===== config.mk =====
export PLATFORM = sky130hd
export DESIGN_NAME = iox_i2c_slave
export DESIGN_NICKNAME = d
export VERILOG_FILES = /design/src/pkg/iox_pkg.sv /design/src/rtl/iox_fifo.sv /design/src/rtl/iox_i2c_slave.sv
export SDC_FILE = /design/constraint.sdc
export NUM_CORES = 1
export LEC_CHECK = 0
export BUFFER_PORTS_ARGS = -buffer_cell sky130_fd_sc_hd__buf_2
export CORE_ASPECT_RATIO = 1.4
export CORE_MARGIN = 2
export CORE_UTILIZATION = 30
export DETAILED_ROUTE_END_ITERATION = 6
export PLACE_DENSITY = 0.42
export SYNTH_ARGS = -nofsm -noshare
export SYNTH_HDL_FRONTEND = slang
export SYNTH_SLANG_ARGS = --single-unit

===== constraint.sdc =====
create_clock -name clk -period 8.32 [get_ports clk]
set_input_delay 0.416 -clock clk [delete_from_list [all_inputs] [get_ports clk]]
set_output_delay 0.416 -clock clk [all_outputs]
set_load 0.02 [all_outputs]

===== src/pkg/iox_pkg.sv =====
// Constants and types shared by the I/O expander bus slave and its FIFO.
package iox_pkg;

    // ------------------------------------------------------------------
    // Register indices selected by the command byte
    // ------------------------------------------------------------------
    localparam logic [2:0] REG_IN0 = 3'h0;
    localparam logic [2:0] REG_IN1 = 3'h1;
    localparam logic [2:0] REG_OUT0 = 3'h2;
    localparam logic [2:0] REG_OUT1 = 3'h3;
    localparam logic [2:0] REG_POL0 = 3'h4;
    localparam logic [2:0] REG_POL1 = 3'h5;
    localparam logic [2:0] REG_CFG0 = 3'h6;
    localparam logic [2:0] REG_CFG1 = 3'h7;

    // ------------------------------------------------------------------
    // Reset values
    // ------------------------------------------------------------------
    localparam logic [15:0] OUT_RST = 16'hFFFF;
    localparam logic [15:0] POL_RST = 16'h0000;
    localparam logic [15:0] CFG_RST = 16'hFFFF;

    // ------------------------------------------------------------------
    // Bus address, field layout and sizes
    // ------------------------------------------------------------------
    // The fixed upper address bits are an arbitrary value.
    localparam logic [3:0] ADDR_HI = 4'h4;
    localparam int PORT_W = 16;
    localparam int BYTE_W = 8;
    localparam int PTR_W = 3;
    localparam int FIFO_W = PTR_W + BYTE_W;
    localparam int FIFO_DEPTH = 8;
    localparam int SYNC_W = 2 + 3 + PORT_W;
    localparam logic [1:0] INIT_DONE = 2'h3;
    localparam logic [2:0] LAST_BIT = 3'h7;

    // ------------------------------------------------------------------
    // Bus state machine
    // ------------------------------------------------------------------
    typedef enum logic [2:0] {
        ST_IDLE,
        ST_ADDR,
        ST_CMD,
        ST_WR,
        ST_SACK,
        ST_RD,
        ST_MACK
    } iox_state_type;

endpackage : iox_pkg


===== src/rtl/iox_fifo.sv =====
// Small FIFO with valid and ready on both sides.
`timescale 1ns/1ps
module iox_fifo #(
    parameter int WIDTH = iox_pkg::FIFO_W,
    parameter int DEPTH = iox_pkg::FIFO_DEPTH
) (
    input wire logic clk,
    input wire logic arst_n,
    input wire logic in_valid,
    output logic in_ready,
    input wire logic [WIDTH-1:0] in_data,
    output logic out_valid,
    input wire logic out_ready,
    output logic [WIDTH-1:0] out_data
);

    localparam int AW = $clog2(DEPTH);

    logic [WIDTH-1:0] mem [DEPTH];
    logic [AW-1:0] wr_q;
    logic [AW-1:0] rd_q;
    logic [AW:0] cnt_q;
    logic push;
    logic pop;

    assign in_ready = (cnt_q != (AW+1)'(DEPTH));
    assign out_valid = (cnt_q != '0);
    assign out_data = mem[rd_q];
    assign push = in_valid && in_ready;
    assign pop = out_valid && out_ready;

    always_ff @(posedge clk) begin
        if (push) begin
            mem[wr_q] <= in_data;
        end
    end

    always_ff @(posedge clk or negedge arst_n) begin
        if (!arst_n) begin
            wr_q <= '0;
            rd_q <= '0;
            cnt_q <= '0;
        end else begin
            if (push) begin
                wr_q <= (wr_q == AW'(DEPTH - 1)) ? '0 : wr_q + AW'(1);
            end
            if (pop) begin
                rd_q <= (rd_q == AW'(DEPTH - 1)) ? '0 : rd_q + AW'(1);
            end
            cnt_q <= cnt_q + (AW+1)'(push) - (AW+1)'(pop);
        end
    end

endmodule : iox_fifo


===== src/rtl/iox_i2c_slave.sv =====
// Two-wire bus slave, port registers and change interrupt of the expander.
//
// Summary of operation
// Input pin level change raises interrupt.
// Pin returning to old level withdraws it.
// Reading input register withdraws its interrupt.
// Output pins never raise an interrupt.
// Each port's read clears only its own.
// Output-to-input switch may raise false interrupt.
// Master starts only while bus idle.
// One bit per clock, data stable high.
// Data change while clock high is control.
// Both lines released high when idle.
// Data falling while clock high is START.
// Data rising while clock high is STOP.
// Unlimited data bytes per transfer.
// One acknowledge clock after every byte.
// Acknowledge every received byte when addressed.
// Master acknowledges all but last read.
// Acknowledger holds data low whole high.
// Master ends read with no acknowledge.
// Release data line after missing acknowledge.
// Write: address with zero, then command.
// Successive bytes alternate within register pair.
// Direction bit one means input, zero output.
// Interrupt pin low while anything pending.
`timescale 1ns/1ps
module iox_i2c_slave (
    input wire logic clk,
    input wire logic arst_n,
    input wire logic scl_i,
    input wire logic sda_i,
    output logic sda_o,
    output logic sda_oe,
    input wire logic [2:0] addr_i,
    input wire logic [15:0] io_i,
    output logic [15:0] io_o,
    output logic [15:0] io_oe,
    output logic int_o,
    output logic int_oe
);

    logic [iox_pkg::SYNC_W-1:0] sync1_q;
    logic [iox_pkg::SYNC_W-1:0] sync2_q;
    logic scl_s;
    logic sda_s;
    logic [2:0] addr_s;
    logic [15:0] pins;
    logic scl_p_q;
    logic sda_p_q;
    logic rise;
    logic fall;
    logic start_det;
    logic stop_det;
    iox_pkg::iox_state_type state_q;
    iox_pkg::iox_state_type nxt_q;
    logic [2:0] cnt_q;
    logic done_q;
    logic [7:0] shift_q;
    logic [2:0] ptr_q;
    logic ack_q;
    logic sda_oe_q;
    logic low_q;
    logic [15:0] out_q;
    logic [15:0] pol_q;
    logic [15:0] cfg_q;
    logic [15:0] snap_q;
    logic [1:0] init_q;
    logic [15:0] pend;
    logic [15:0] in_val;
    logic [7:0] rd_byte;
    logic load;
    logic push_req;
    logic push;
    logic fifo_in_ready;
    logic fifo_out_valid;
    logic [iox_pkg::FIFO_W-1:0] fifo_out_data;
    logic drain_ready;
    logic pop;
    logic [15:0] io_o_q;
    logic [15:0] io_oe_q;
    logic int_oe_q;

    // ------------------------------------------------------------------
    // Input synchronisers and line edge detection
    // ------------------------------------------------------------------
    always_ff @(posedge clk or negedge arst_n) begin
        if (!arst_n) begin
            sync1_q <= '1;
            sync2_q <= '1;
        end else begin
            sync1_q <= {scl_i, sda_i, addr_i, io_i};
            sync2_q <= sync1_q;
        end
    end

    assign scl_s = sync2_q[iox_pkg::SYNC_W-1];
    assign sda_s = sync2_q[iox_pkg::SYNC_W-2];
    assign addr_s = sync2_q[iox_pkg::PORT_W+2:iox_pkg::PORT_W];
    assign pins = sync2_q[iox_pkg::PORT_W-1:0];

    always_ff @(posedge clk or negedge arst_n) begin
        if (!arst_n) begin
            scl_p_q <= 1'b1;
            sda_p_q <= 1'b1;
        end else begin
            scl_p_q <= scl_s;
            sda_p_q <= sda_s;
        end
    end

    assign rise = scl_s && !scl_p_q;
    assign fall = !scl_s && scl_p_q;
    assign start_det = scl_s && scl_p_q && sda_p_q && !sda_s;
    assign stop_det = scl_s && scl_p_q && !sda_p_q && sda_s;

    // ------------------------------------------------------------------
    // Register read selection
    // ------------------------------------------------------------------
    assign in_val = pins ^ pol_q;

    always_comb begin
        unique case (ptr_q)
            iox_pkg::REG_IN0: rd_byte = in_val[7:0];
            iox_pkg::REG_IN1: rd_byte = in_val[15:8];
            iox_pkg::REG_OUT0: rd_byte = out_q[7:0];
            iox_pkg::REG_OUT1: rd_byte = out_q[15:8];
            iox_pkg::REG_POL0: rd_byte = pol_q[7:0];
            iox_pkg::REG_POL1: rd_byte = pol_q[15:8];
            iox_pkg::REG_CFG0: rd_byte = cfg_q[7:0];
            iox_pkg::REG_CFG1: rd_byte = cfg_q[15:8];
        endcase
    end

    assign load = fall && (((state_q == iox_pkg::ST_SACK)
                  && (nxt_q == iox_pkg::ST_RD))
                  || ((state_q == iox_pkg::ST_MACK) && ack_q));
    assign push_req = fall && done_q && (state_q == iox_pkg::ST_WR);
    assign push = push_req && fifo_in_ready;

    // ------------------------------------------------------------------
    // Bus state machine
    // ------------------------------------------------------------------
    always_ff @(posedge clk or negedge arst_n) begin
        if (!arst_n) begin
            state_q <= iox_pkg::ST_IDLE;
            nxt_q <= iox_pkg::ST_IDLE;
            cnt_q <= 3'h0;
            done_q <= 1'b0;
            shift_q <= 8'h00;
            ptr_q <= 3'h0;
            ack_q <= 1'b0;
            sda_oe_q <= 1'b0;
        end else if (start_det) begin
            state_q <= iox_pkg::ST_ADDR;
            cnt_q <= 3'h0;
            done_q <= 1'b0;
            sda_oe_q <= 1'b0;
        end else if (stop_det) begin
            state_q <= iox_pkg::ST_IDLE;
            done_q <= 1'b0;
            sda_oe_q <= 1'b0;
        end else begin
            unique case (state_q)
                iox_pkg::ST_IDLE: begin
                    sda_oe_q <= 1'b0;
                end
                iox_pkg::ST_ADDR, iox_pkg::ST_CMD, iox_pkg::ST_WR: begin
                    if (rise) begin
                        shift_q <= {shift_q[6:0], sda_s};
                        cnt_q <= cnt_q + 3'h1;
                        done_q <= (cnt_q == iox_pkg::LAST_BIT);
                    end else if (fall && done_q) begin
                        done_q <= 1'b0;
                        if (state_q == iox_pkg::ST_ADDR) begin
                            if (shift_q[7:1] == {iox_pkg::ADDR_HI, addr_s})
                            begin
                                sda_oe_q <= 1'b1;
                                state_q <= iox_pkg::ST_SACK;
                                nxt_q <= shift_q[0] ? iox_pkg::ST_RD
                                                    : iox_pkg::ST_CMD;
                            end else begin
                                state_q <= iox_pkg::ST_IDLE;
                            end
                        end else if (state_q == iox_pkg::ST_CMD) begin
                            ptr_q <= shift_q[2:0];
                            sda_oe_q <= 1'b1;
                            state_q <= iox_pkg::ST_SACK;
                            nxt_q <= iox_pkg::ST_WR;
                        end else if (fifo_in_ready) begin
                            ptr_q[0] <= !ptr_q[0];
                            sda_oe_q <= 1'b1;
                            state_q <= iox_pkg::ST_SACK;
                            nxt_q <= iox_pkg::ST_WR;
                        end else begin
                            state_q <= iox_pkg::ST_IDLE;
                        end
                    end
                end
                iox_pkg::ST_SACK: begin
                    if (fall) begin
                        state_q <= nxt_q;
                        cnt_q <= 3'h0;
                        if (nxt_q == iox_pkg::ST_RD) begin
                            shift_q <= rd_byte;
                            sda_oe_q <= !rd_byte[7];
                            ptr_q[0] <= !ptr_q[0];
                        end else begin
                            sda_oe_q <= 1'b0;
                        end
                    end
                end
                iox_pkg::ST_RD: begin
                    if (fall) begin
                        if (cnt_q == iox_pkg::LAST_BIT) begin
                            sda_oe_q <= 1'b0;
                            state_q <= iox_pkg::ST_MACK;
                        end else begin
                            cnt_q <= cnt_q + 3'h1;
                            shift_q <= {shift_q[6:0], 1'b0};
                            sda_oe_q <= !shift_q[6];
                        end
                    end
                end
                iox_pkg::ST_MACK: begin
                    if (rise) begin
                        ack_q <= !sda_s;
                    end else if (fall) begin
                        cnt_q <= 3'h0;
                        if (ack_q) begin
                            state_q <= iox_pkg::ST_RD;
                            shift_q <= rd_byte;
                            sda_oe_q <= !rd_byte[7];
                            ptr_q[0] <= !ptr_q[0];
                        end else begin
                            state_q <= iox_pkg::ST_IDLE;
                            sda_oe_q <= 1'b0;
                        end
                    end
                end
            endcase
        end
    end

    // ------------------------------------------------------------------
    // Write data FIFO and register update
    // ------------------------------------------------------------------
    assign drain_ready = !load;
    assign pop = fifo_out_valid && drain_ready;

    iox_fifo #(
        .WIDTH(iox_pkg::FIFO_W),
        .DEPTH(iox_pkg::FIFO_DEPTH)
    ) u_fifo (
        .clk(clk),
        .arst_n(arst_n),
        .in_valid(push_req),
        .in_ready(fifo_in_ready),
        .in_data({ptr_q, shift_q}),
        .out_valid(fifo_out_valid),
        .out_ready(drain_ready),
        .out_data(fifo_out_data)
    );

    always_ff @(posedge clk or negedge arst_n) begin
        if (!arst_n) begin
            out_q <= iox_pkg::OUT_RST;
            pol_q <= iox_pkg::POL_RST;
            cfg_q <= iox_pkg::CFG_RST;
        end else if (pop) begin
            unique case (fifo_out_data[iox_pkg::FIFO_W-1:iox_pkg::BYTE_W])
                iox_pkg::REG_IN0, iox_pkg::REG_IN1: begin
                end
                iox_pkg::REG_OUT0: out_q[7:0] <= fifo_out_data[7:0];
                iox_pkg::REG_OUT1: out_q[15:8] <= fifo_out_data[7:0];
                iox_pkg::REG_POL0: pol_q[7:0] <= fifo_out_data[7:0];
                iox_pkg::REG_POL1: pol_q[15:8] <= fifo_out_data[7:0];
                iox_pkg::REG_CFG0: cfg_q[7:0] <= fifo_out_data[7:0];
                iox_pkg::REG_CFG1: cfg_q[15:8] <= fifo_out_data[7:0];
            endcase
        end
    end

    // ------------------------------------------------------------------
    // Input snapshot and change interrupt
    // ------------------------------------------------------------------
    always_ff @(posedge clk or negedge arst_n) begin
        if (!arst_n) begin
            snap_q <= 16'h0000;
            init_q <= 2'h0;
        end else if (init_q != iox_pkg::INIT_DONE) begin
            init_q <= init_q + 2'h1;
            snap_q <= pins;
        end else if (load) begin
            if (ptr_q == iox_pkg::REG_IN0) begin
                snap_q[7:0] <= pins[7:0];
            end
            if (ptr_q == iox_pkg::REG_IN1) begin
                snap_q[15:8] <= pins[15:8];
            end
        end
    end

    // A pin that differs from its snapshot and is an input is pending;
    // a newly made input that already differs is flagged too.
    assign pend = (pins ^ snap_q) & cfg_q; // see R1, see R2, see R4

    // ------------------------------------------------------------------
    // Output flops
    // ------------------------------------------------------------------
    always_ff @(posedge clk or negedge arst_n) begin
        if (!arst_n) begin
            io_o_q <= iox_pkg::OUT_RST;
            io_oe_q <= ~iox_pkg::CFG_RST;
            int_oe_q <= 1'b0;
            low_q <= 1'b0;
        end else begin
            io_o_q <= out_q;
            io_oe_q <= ~cfg_q;
            int_oe_q <= (init_q == iox_pkg::INIT_DONE) && (|pend);
            low_q <= 1'b0;
        end
    end

    assign io_o = io_o_q;
    assign io_oe = io_oe_q;
    assign int_oe = int_oe_q;
    assign int_o = low_q;
    assign sda_o = low_q;
    assign sda_oe = sda_oe_q;
endmodule : iox_i2c_slave


==> results of run 1 <==
==> worst max-delay path, cell delays in order (launching register included) <==
cell and delay [ns]:
dfstp_2 0.57, nor2b_1 0.30, nand2_1 0.19, or4_1 0.62, inv_1 0.19, nand2_1 0.12
nor2_1 0.92
==> repair_timing <==
item / 4_1_cts / 5_1_grt
hold endpoints to repair: 25 / 0
hold buffers: 22 / 0
gates resized for setup: 0 / 0
==> kinds of logic (layout without fill, tap and decap cells) <==
logic type / after synthesis / in the layout / synth area share (%)
fa+ha+maj: 14 / 14 / 1.67
compound gates: 91 / 91 / 6.07
xor+xnor: 34 / 34 / 2.72
mux: 131 / 131 / 15.5
flops: 264 / 264 / 65.5
simple gates: 121 / 121 / 6.29
buf+inv: 57 / 169 / 2.23
other cells: 1 / 2 / 0.0343
==> layer usage <==
layer	vias up	routed length (um)	global-route usage, %
met5	-	0	0
met4	0	653	4.36
met3	44	968	1.91
met2	112	13900	25.7
met1	3223	10900	18.1
li1	2823	-	-
==> flip-flops by register name, summed over array words and instances, names as in the netlist, 4 cells and up <==
signal,count
sync1_q,21
shift_q,8
u_fifo.mem,88
snap_q,16
out_q,16
pol_q,16
u_fifo.cnt_q,4
io_oe,16
io_o,16
sync2_q,21
cfg_q,16
==> cell usage in the layout, fill, tap and decap left out, drive strengths merged, types with 6 or more instances in the layout <==
cell type	count
a221oi	6
o21ai	18
inv	30
nor2	24
nor3b	6
mux4	22
nand2	36
a21oi	7
mux2	84
edfxtp	88
nand2b	9
mux2i	25
nor3	8
o221ai	7
xor2	12
buf	68
nand3b	7
clkbuf	41
xnor2	22
o22ai	17
dfstp	92
ha	13
dlygate4sd3	22
a31oi	9
dfrtp	84
==> worst paths after layout <==
kind,from,end,slack [ns],cells after the start
worst max-delay path,scl_p_q,u_fifo.mem[7][4],5.01,6
worst max register to register,scl_p_q,u_fifo.mem[7][4],5.01,6
min in group asynchronous,arst_n,io_oe[11],0.56,2
max in group asynchronous,arst_n,shift_q[2],6.21,3
worst min-delay path,sync1_q[16],sync2_q[16],0.35,0
worst min register to register,sync1_q[16],sync2_q[16],0.35,0
==> final cells by class <==
class | count | share of cell area, %
clock buffer | 41 | 6.14
multi-input combinational | 393 | 27.6
clock inverter | 8 | 0.738
tap | 462 | 4.48
sequential | 264 | 55.6
timing repair buffer | 90 | 4.63
inverter | 30 | 0.874
==> where the power goes <==
part | switching, uW | internal, uW
registers | 152 | 1510
logic | 396 | 300
clock network | 500 | 716
total | 1050 | 2530
==> stage by stage <==
stage                     instances  worst slack [ns]
after global routing           1288              4.72
after floorplan                 714              5.30
after detailed placement       1217              5.01
final                          1288              5.01
after CTS                      1288              4.97
after global placement         1217              5.09
==> impl_metrics.ini, run 1 <==
[worst_setup_path]
critical_path_class = register to register
cp_max_fo = 11
arrival_ns = 3.47
endpoint_kind = register
cp.required_ns = 8.48
critPathLaunchType = register

[route]
via_count = 6202
drc = 0
drt-total-wl_mm = 26.4
via_per_inst = 4.82
ant_nets = 0
wire_per_inst_um = 20.5
drt_iter0_drc = 277
first_pass_iters = 4

[clock_network]
clk_path_buf_depth = 3
cts_buffers = 27
cts_root_buf = clkbuf_16
path_clk_slew_ns = 0.06
tritoncts = yes
clock_latency_ns = 0.54
clock_sinks = 264
postCtsSetupBuffers = 0
htreeDepth = 1

[floorplan]
start_util_pct = 30.5
die_w_um = 165
core_um2 = 35900
die_area_um2 = 38000
rows = 82
io_pins = 59
die_h_um = 230

[sta]
hold_viol_final = 0
fin_setup_tns_ns = 0
relSlewSlack_pct = 21.4
fin_worst_skew_ns = 0.00958
rsz0062_at_grt = false
setup_violations = 0
holdWs_ns = 0.353
period_share_pct = 39.8
max_freq_mhz = 302
maxSlewViolCount = 0
finalCriticalPeriod_ns = 3.31
worst_pin_slew_ns = 1.17

[pwr]
max-vdd-ir-drop_v = 0.000125
power_uw = 3580
powerDensity_nw_per_um2 = 277
p_leak_uw = 0.00500

[final_layout]
diodes = 0
fill_cells = 3429
drive_above_1_share_pct = 38.6
syn_to_final_growth_pct = 17.8
finalNetCount = 843
final_util_pct = 35.9
multi_input_area_um2 = 3550
regArea_um2 = 7160
final_area_um2 = 12900

[synthesis]
yosysWarningCount = 0
yosysSeqAreaShare_pct = 65.5
synth_top_area_share_pct = 24.2
synth_edf_count = 88
syn_avg_cell_area_um2 = 15.3
yosys_register_bits = 264
synthCells = 713
syn_area_um2 = 10900
post-synth-top-count-cell = dfstp_2
ys_top_cells_by_count = dfstp_2 (92), edfxtp_1 (88), dfrtp_1 (84)
ys.flop_type = dfstp_2
synth_cell_types = 67
synth_area_leaders = edfxtp_1 (24%), dfstp_2 (22%), dfrtp_1 (19%), mux2_2 (8.4%), mux4_2 (4.1%)
synth-async-reset-ratio_pct = 66.7
post-synth-top-area-cell = edfxtp_1

[global_routing]
grt_pass1_vias = 6685
grt_pass1_wl_mm = 41.3
grtUsageTotal_pct = 14.4
overflow = 0
grt_max_degree = 99
antenna_found_initial = 1

[min_path]
hp-class = register to register

[run_status]
status = completed

[flow_run]
cap_viol_max_count = 0

[placement]
gp_congestion = 0.809
numPortBuffers = 56
dpl-instance-area_um2 = 11800
hpwl_mm = 18.0
Note: power is estimated with default switching activity, not from simulation.
==> run 2, diff against run 1 <==
- PLACE_DENSITY: 0.42 -> 0.44
- clock period: 8.32 -> 2.9 ns (I/O delays scaled with it)
==> impl_metrics.ini, run 2 (synthesis gave the netlist of run 1 again) <==
[sta]
rsz0062_at_grt = false
setup_violations = 0
fin_setup_tns_ns = 0
holdWs_ns = 0.190
worst_pin_slew_ns = 0.773
relSlewSlack_pct = 48.5
fin_worst_skew_ns = 0.0216
period_share_pct = 91.6
finalCriticalPeriod_ns = 2.66
maxSlewViolCount = 0
max_freq_mhz = 376
hold_viol_final = 0

[placement]
gp_congestion = 0.821
hpwl_mm = 18.4
numPortBuffers = 56

[run_status]
status = completed

[route]
drc = 0
wire_per_inst_um = 20.1
first_pass_iters = 5
via_per_inst = 4.79
drt_iter0_drc = 297
drt-total-wl_mm = 26.4
via_count = 6280
ant_nets = 0

[final_layout]
diodes = 0
layout_common_cells = dfstp_2 (92), edfxtp_1 (88), dfrtp_1 (84)
fill_cells = 3453
final_common_cell = dfstp_2
largest_reg_flops = 88
regArea_um2 = 7160
reg_top3 = u_fifo.mem x88, sync1_q x21, sync2_q x21
multi_input_area_um2 = 3550
regMostFlops = u_fifo.mem
syn_to_final_growth_pct = 19.3
final_util_pct = 36.3
drive_above_1_share_pct = 40.3
finalNetCount = 865

[global_routing]
grt_pass1_wl_mm = 40.9
grt_pass1_vias = 6720
antenna_found_initial = 0
grt_max_degree = 72
grtUsageTotal_pct = 14.3
overflow = 0

[worst_setup_path]
critPathBufInv = 2
reg2reg_slack_ns = 0.24
critPathLaunchType = register
r2r-start = nxt_q[1]
rr_worst_depth = 9
crit_end = u_fifo.cnt_q[2]
cp.required_ns = 3.36
arrival_ns = 3.12
cp_max_fo = 4
crit_cells = 9
crit_chain = nand4bb_1 > a2111oi_4 > nor2_1 > ha_1 > inv_1 > ha_1 > inv_1 > fa_1 > xnor2_1
timing.rr.end = u_fifo.cnt_q[2]
slowest_stage = a2111oi_4
crit_path_start = nxt_q[1]
slowest_delay_ns = 0.48
endpoint_kind = register
critical_path_class = register to register
critical-path-top-delay-family = adder cells

[clock_network]
postCtsSetupBuffers = 0
clock_sinks = 264
tritoncts = yes
cts_hold_buf = 22
htreeDepth = 1
path_clk_slew_ns = 0.07
clk_path_buf_depth = 3
cts_root_buf = clkbuf_16
cts-resized-gates = 0
cts_buffers = 26
clock_latency_ns = 0.54

[flow_run]
cap_viol_max_count = 0

[floorplan]
rows = 82
core_um2 = 35900
die_h_um = 230
die_w_um = 165
die_area_um2 = 38000
start_util_pct = 30.5
io_pins = 59

[pwr]
max-vdd-ir-drop_v = 0.000405
p_leak_uw = 0.00510
powerDensity_nw_per_um2 = 785

[min_path]
hp-class = input pin to asynchronous set/reset pin
-- run 2: changes by cell type in the layout (fill, tap and decap cells not counted), sizes merged --
cell | before | now
clkinv | 4 | 7
buf | 68 | 91
clkinvlp | 2 | 6
inv | 30 | 31
clkbuf | 41 | 32
-- run 2: per-layer routing --
layer	track usage, %	vias to the layer above	share of wire, %
met2	26.4	100	54
met4	3.64	0	1.6
met5	0	-	0
met1	17.5	3283	42
met3	1.70	26	2.9
li1	-	2871	-
-- run 2: final cells by class --
type | count | area share (%)
well taps | 462 | 4.43
flip-flops and latches | 264 | 54.9
clock inverters | 16 | 1.08
inverters | 30 | 0.863
clock buffers | 32 | 5.56
multi-input cells | 393 | 27.2
repair buffers | 113 | 5.99
-- run 2: how the worst min path moves through the flow --
stage	start	end	slack [ns]	depth (start not counted)
floorplan	arst_n	ack_q	-0.15	0
global placement	arst_n	snap_q[4]	0.20	1
detailed placement	arst_n	snap_q[3]	0.20	1
CTS	arst_n	snap_q[3]	0.19	2
global route	arst_n	snap_q[3]	0.24	2
finish	arst_n	snap_q[3]	0.19	2
-- run 2: power breakdown --
group,total (uW),switching (uW),internal [uW]
Sequential,4700,358,4340
Combinational,2160,1230,929
Clock,3400,1430,1960
Total,10300,3020,7230
-- run 2: worst register-to-register path, delay by kind of cell (launching register included) --
family          cells  cell delay [ns]
compound gates      1             0.48
xor+xnor            1             0.18
fa+ha+maj           3             0.87
buf+inv             2             0.12
flops               1             0.43
simple gates        2             0.51
-- run 2: stage by stage --
step / cell area, um^2 / setup WS [ns] / instances / total power, uW
finish: 13100 / 0.243 / 1310 / 10300
global route: 13100 / 0.0520 / 1310 / 10800
CTS: 13100 / 0.243 / 1310 / 10400
detailed placement: 12000 / 0.262 / 1240 / 6960
global placement: 12000 / 0.293 / 1240 / 6900
floorplan: 11000 / 0.147 / 714 / 6120
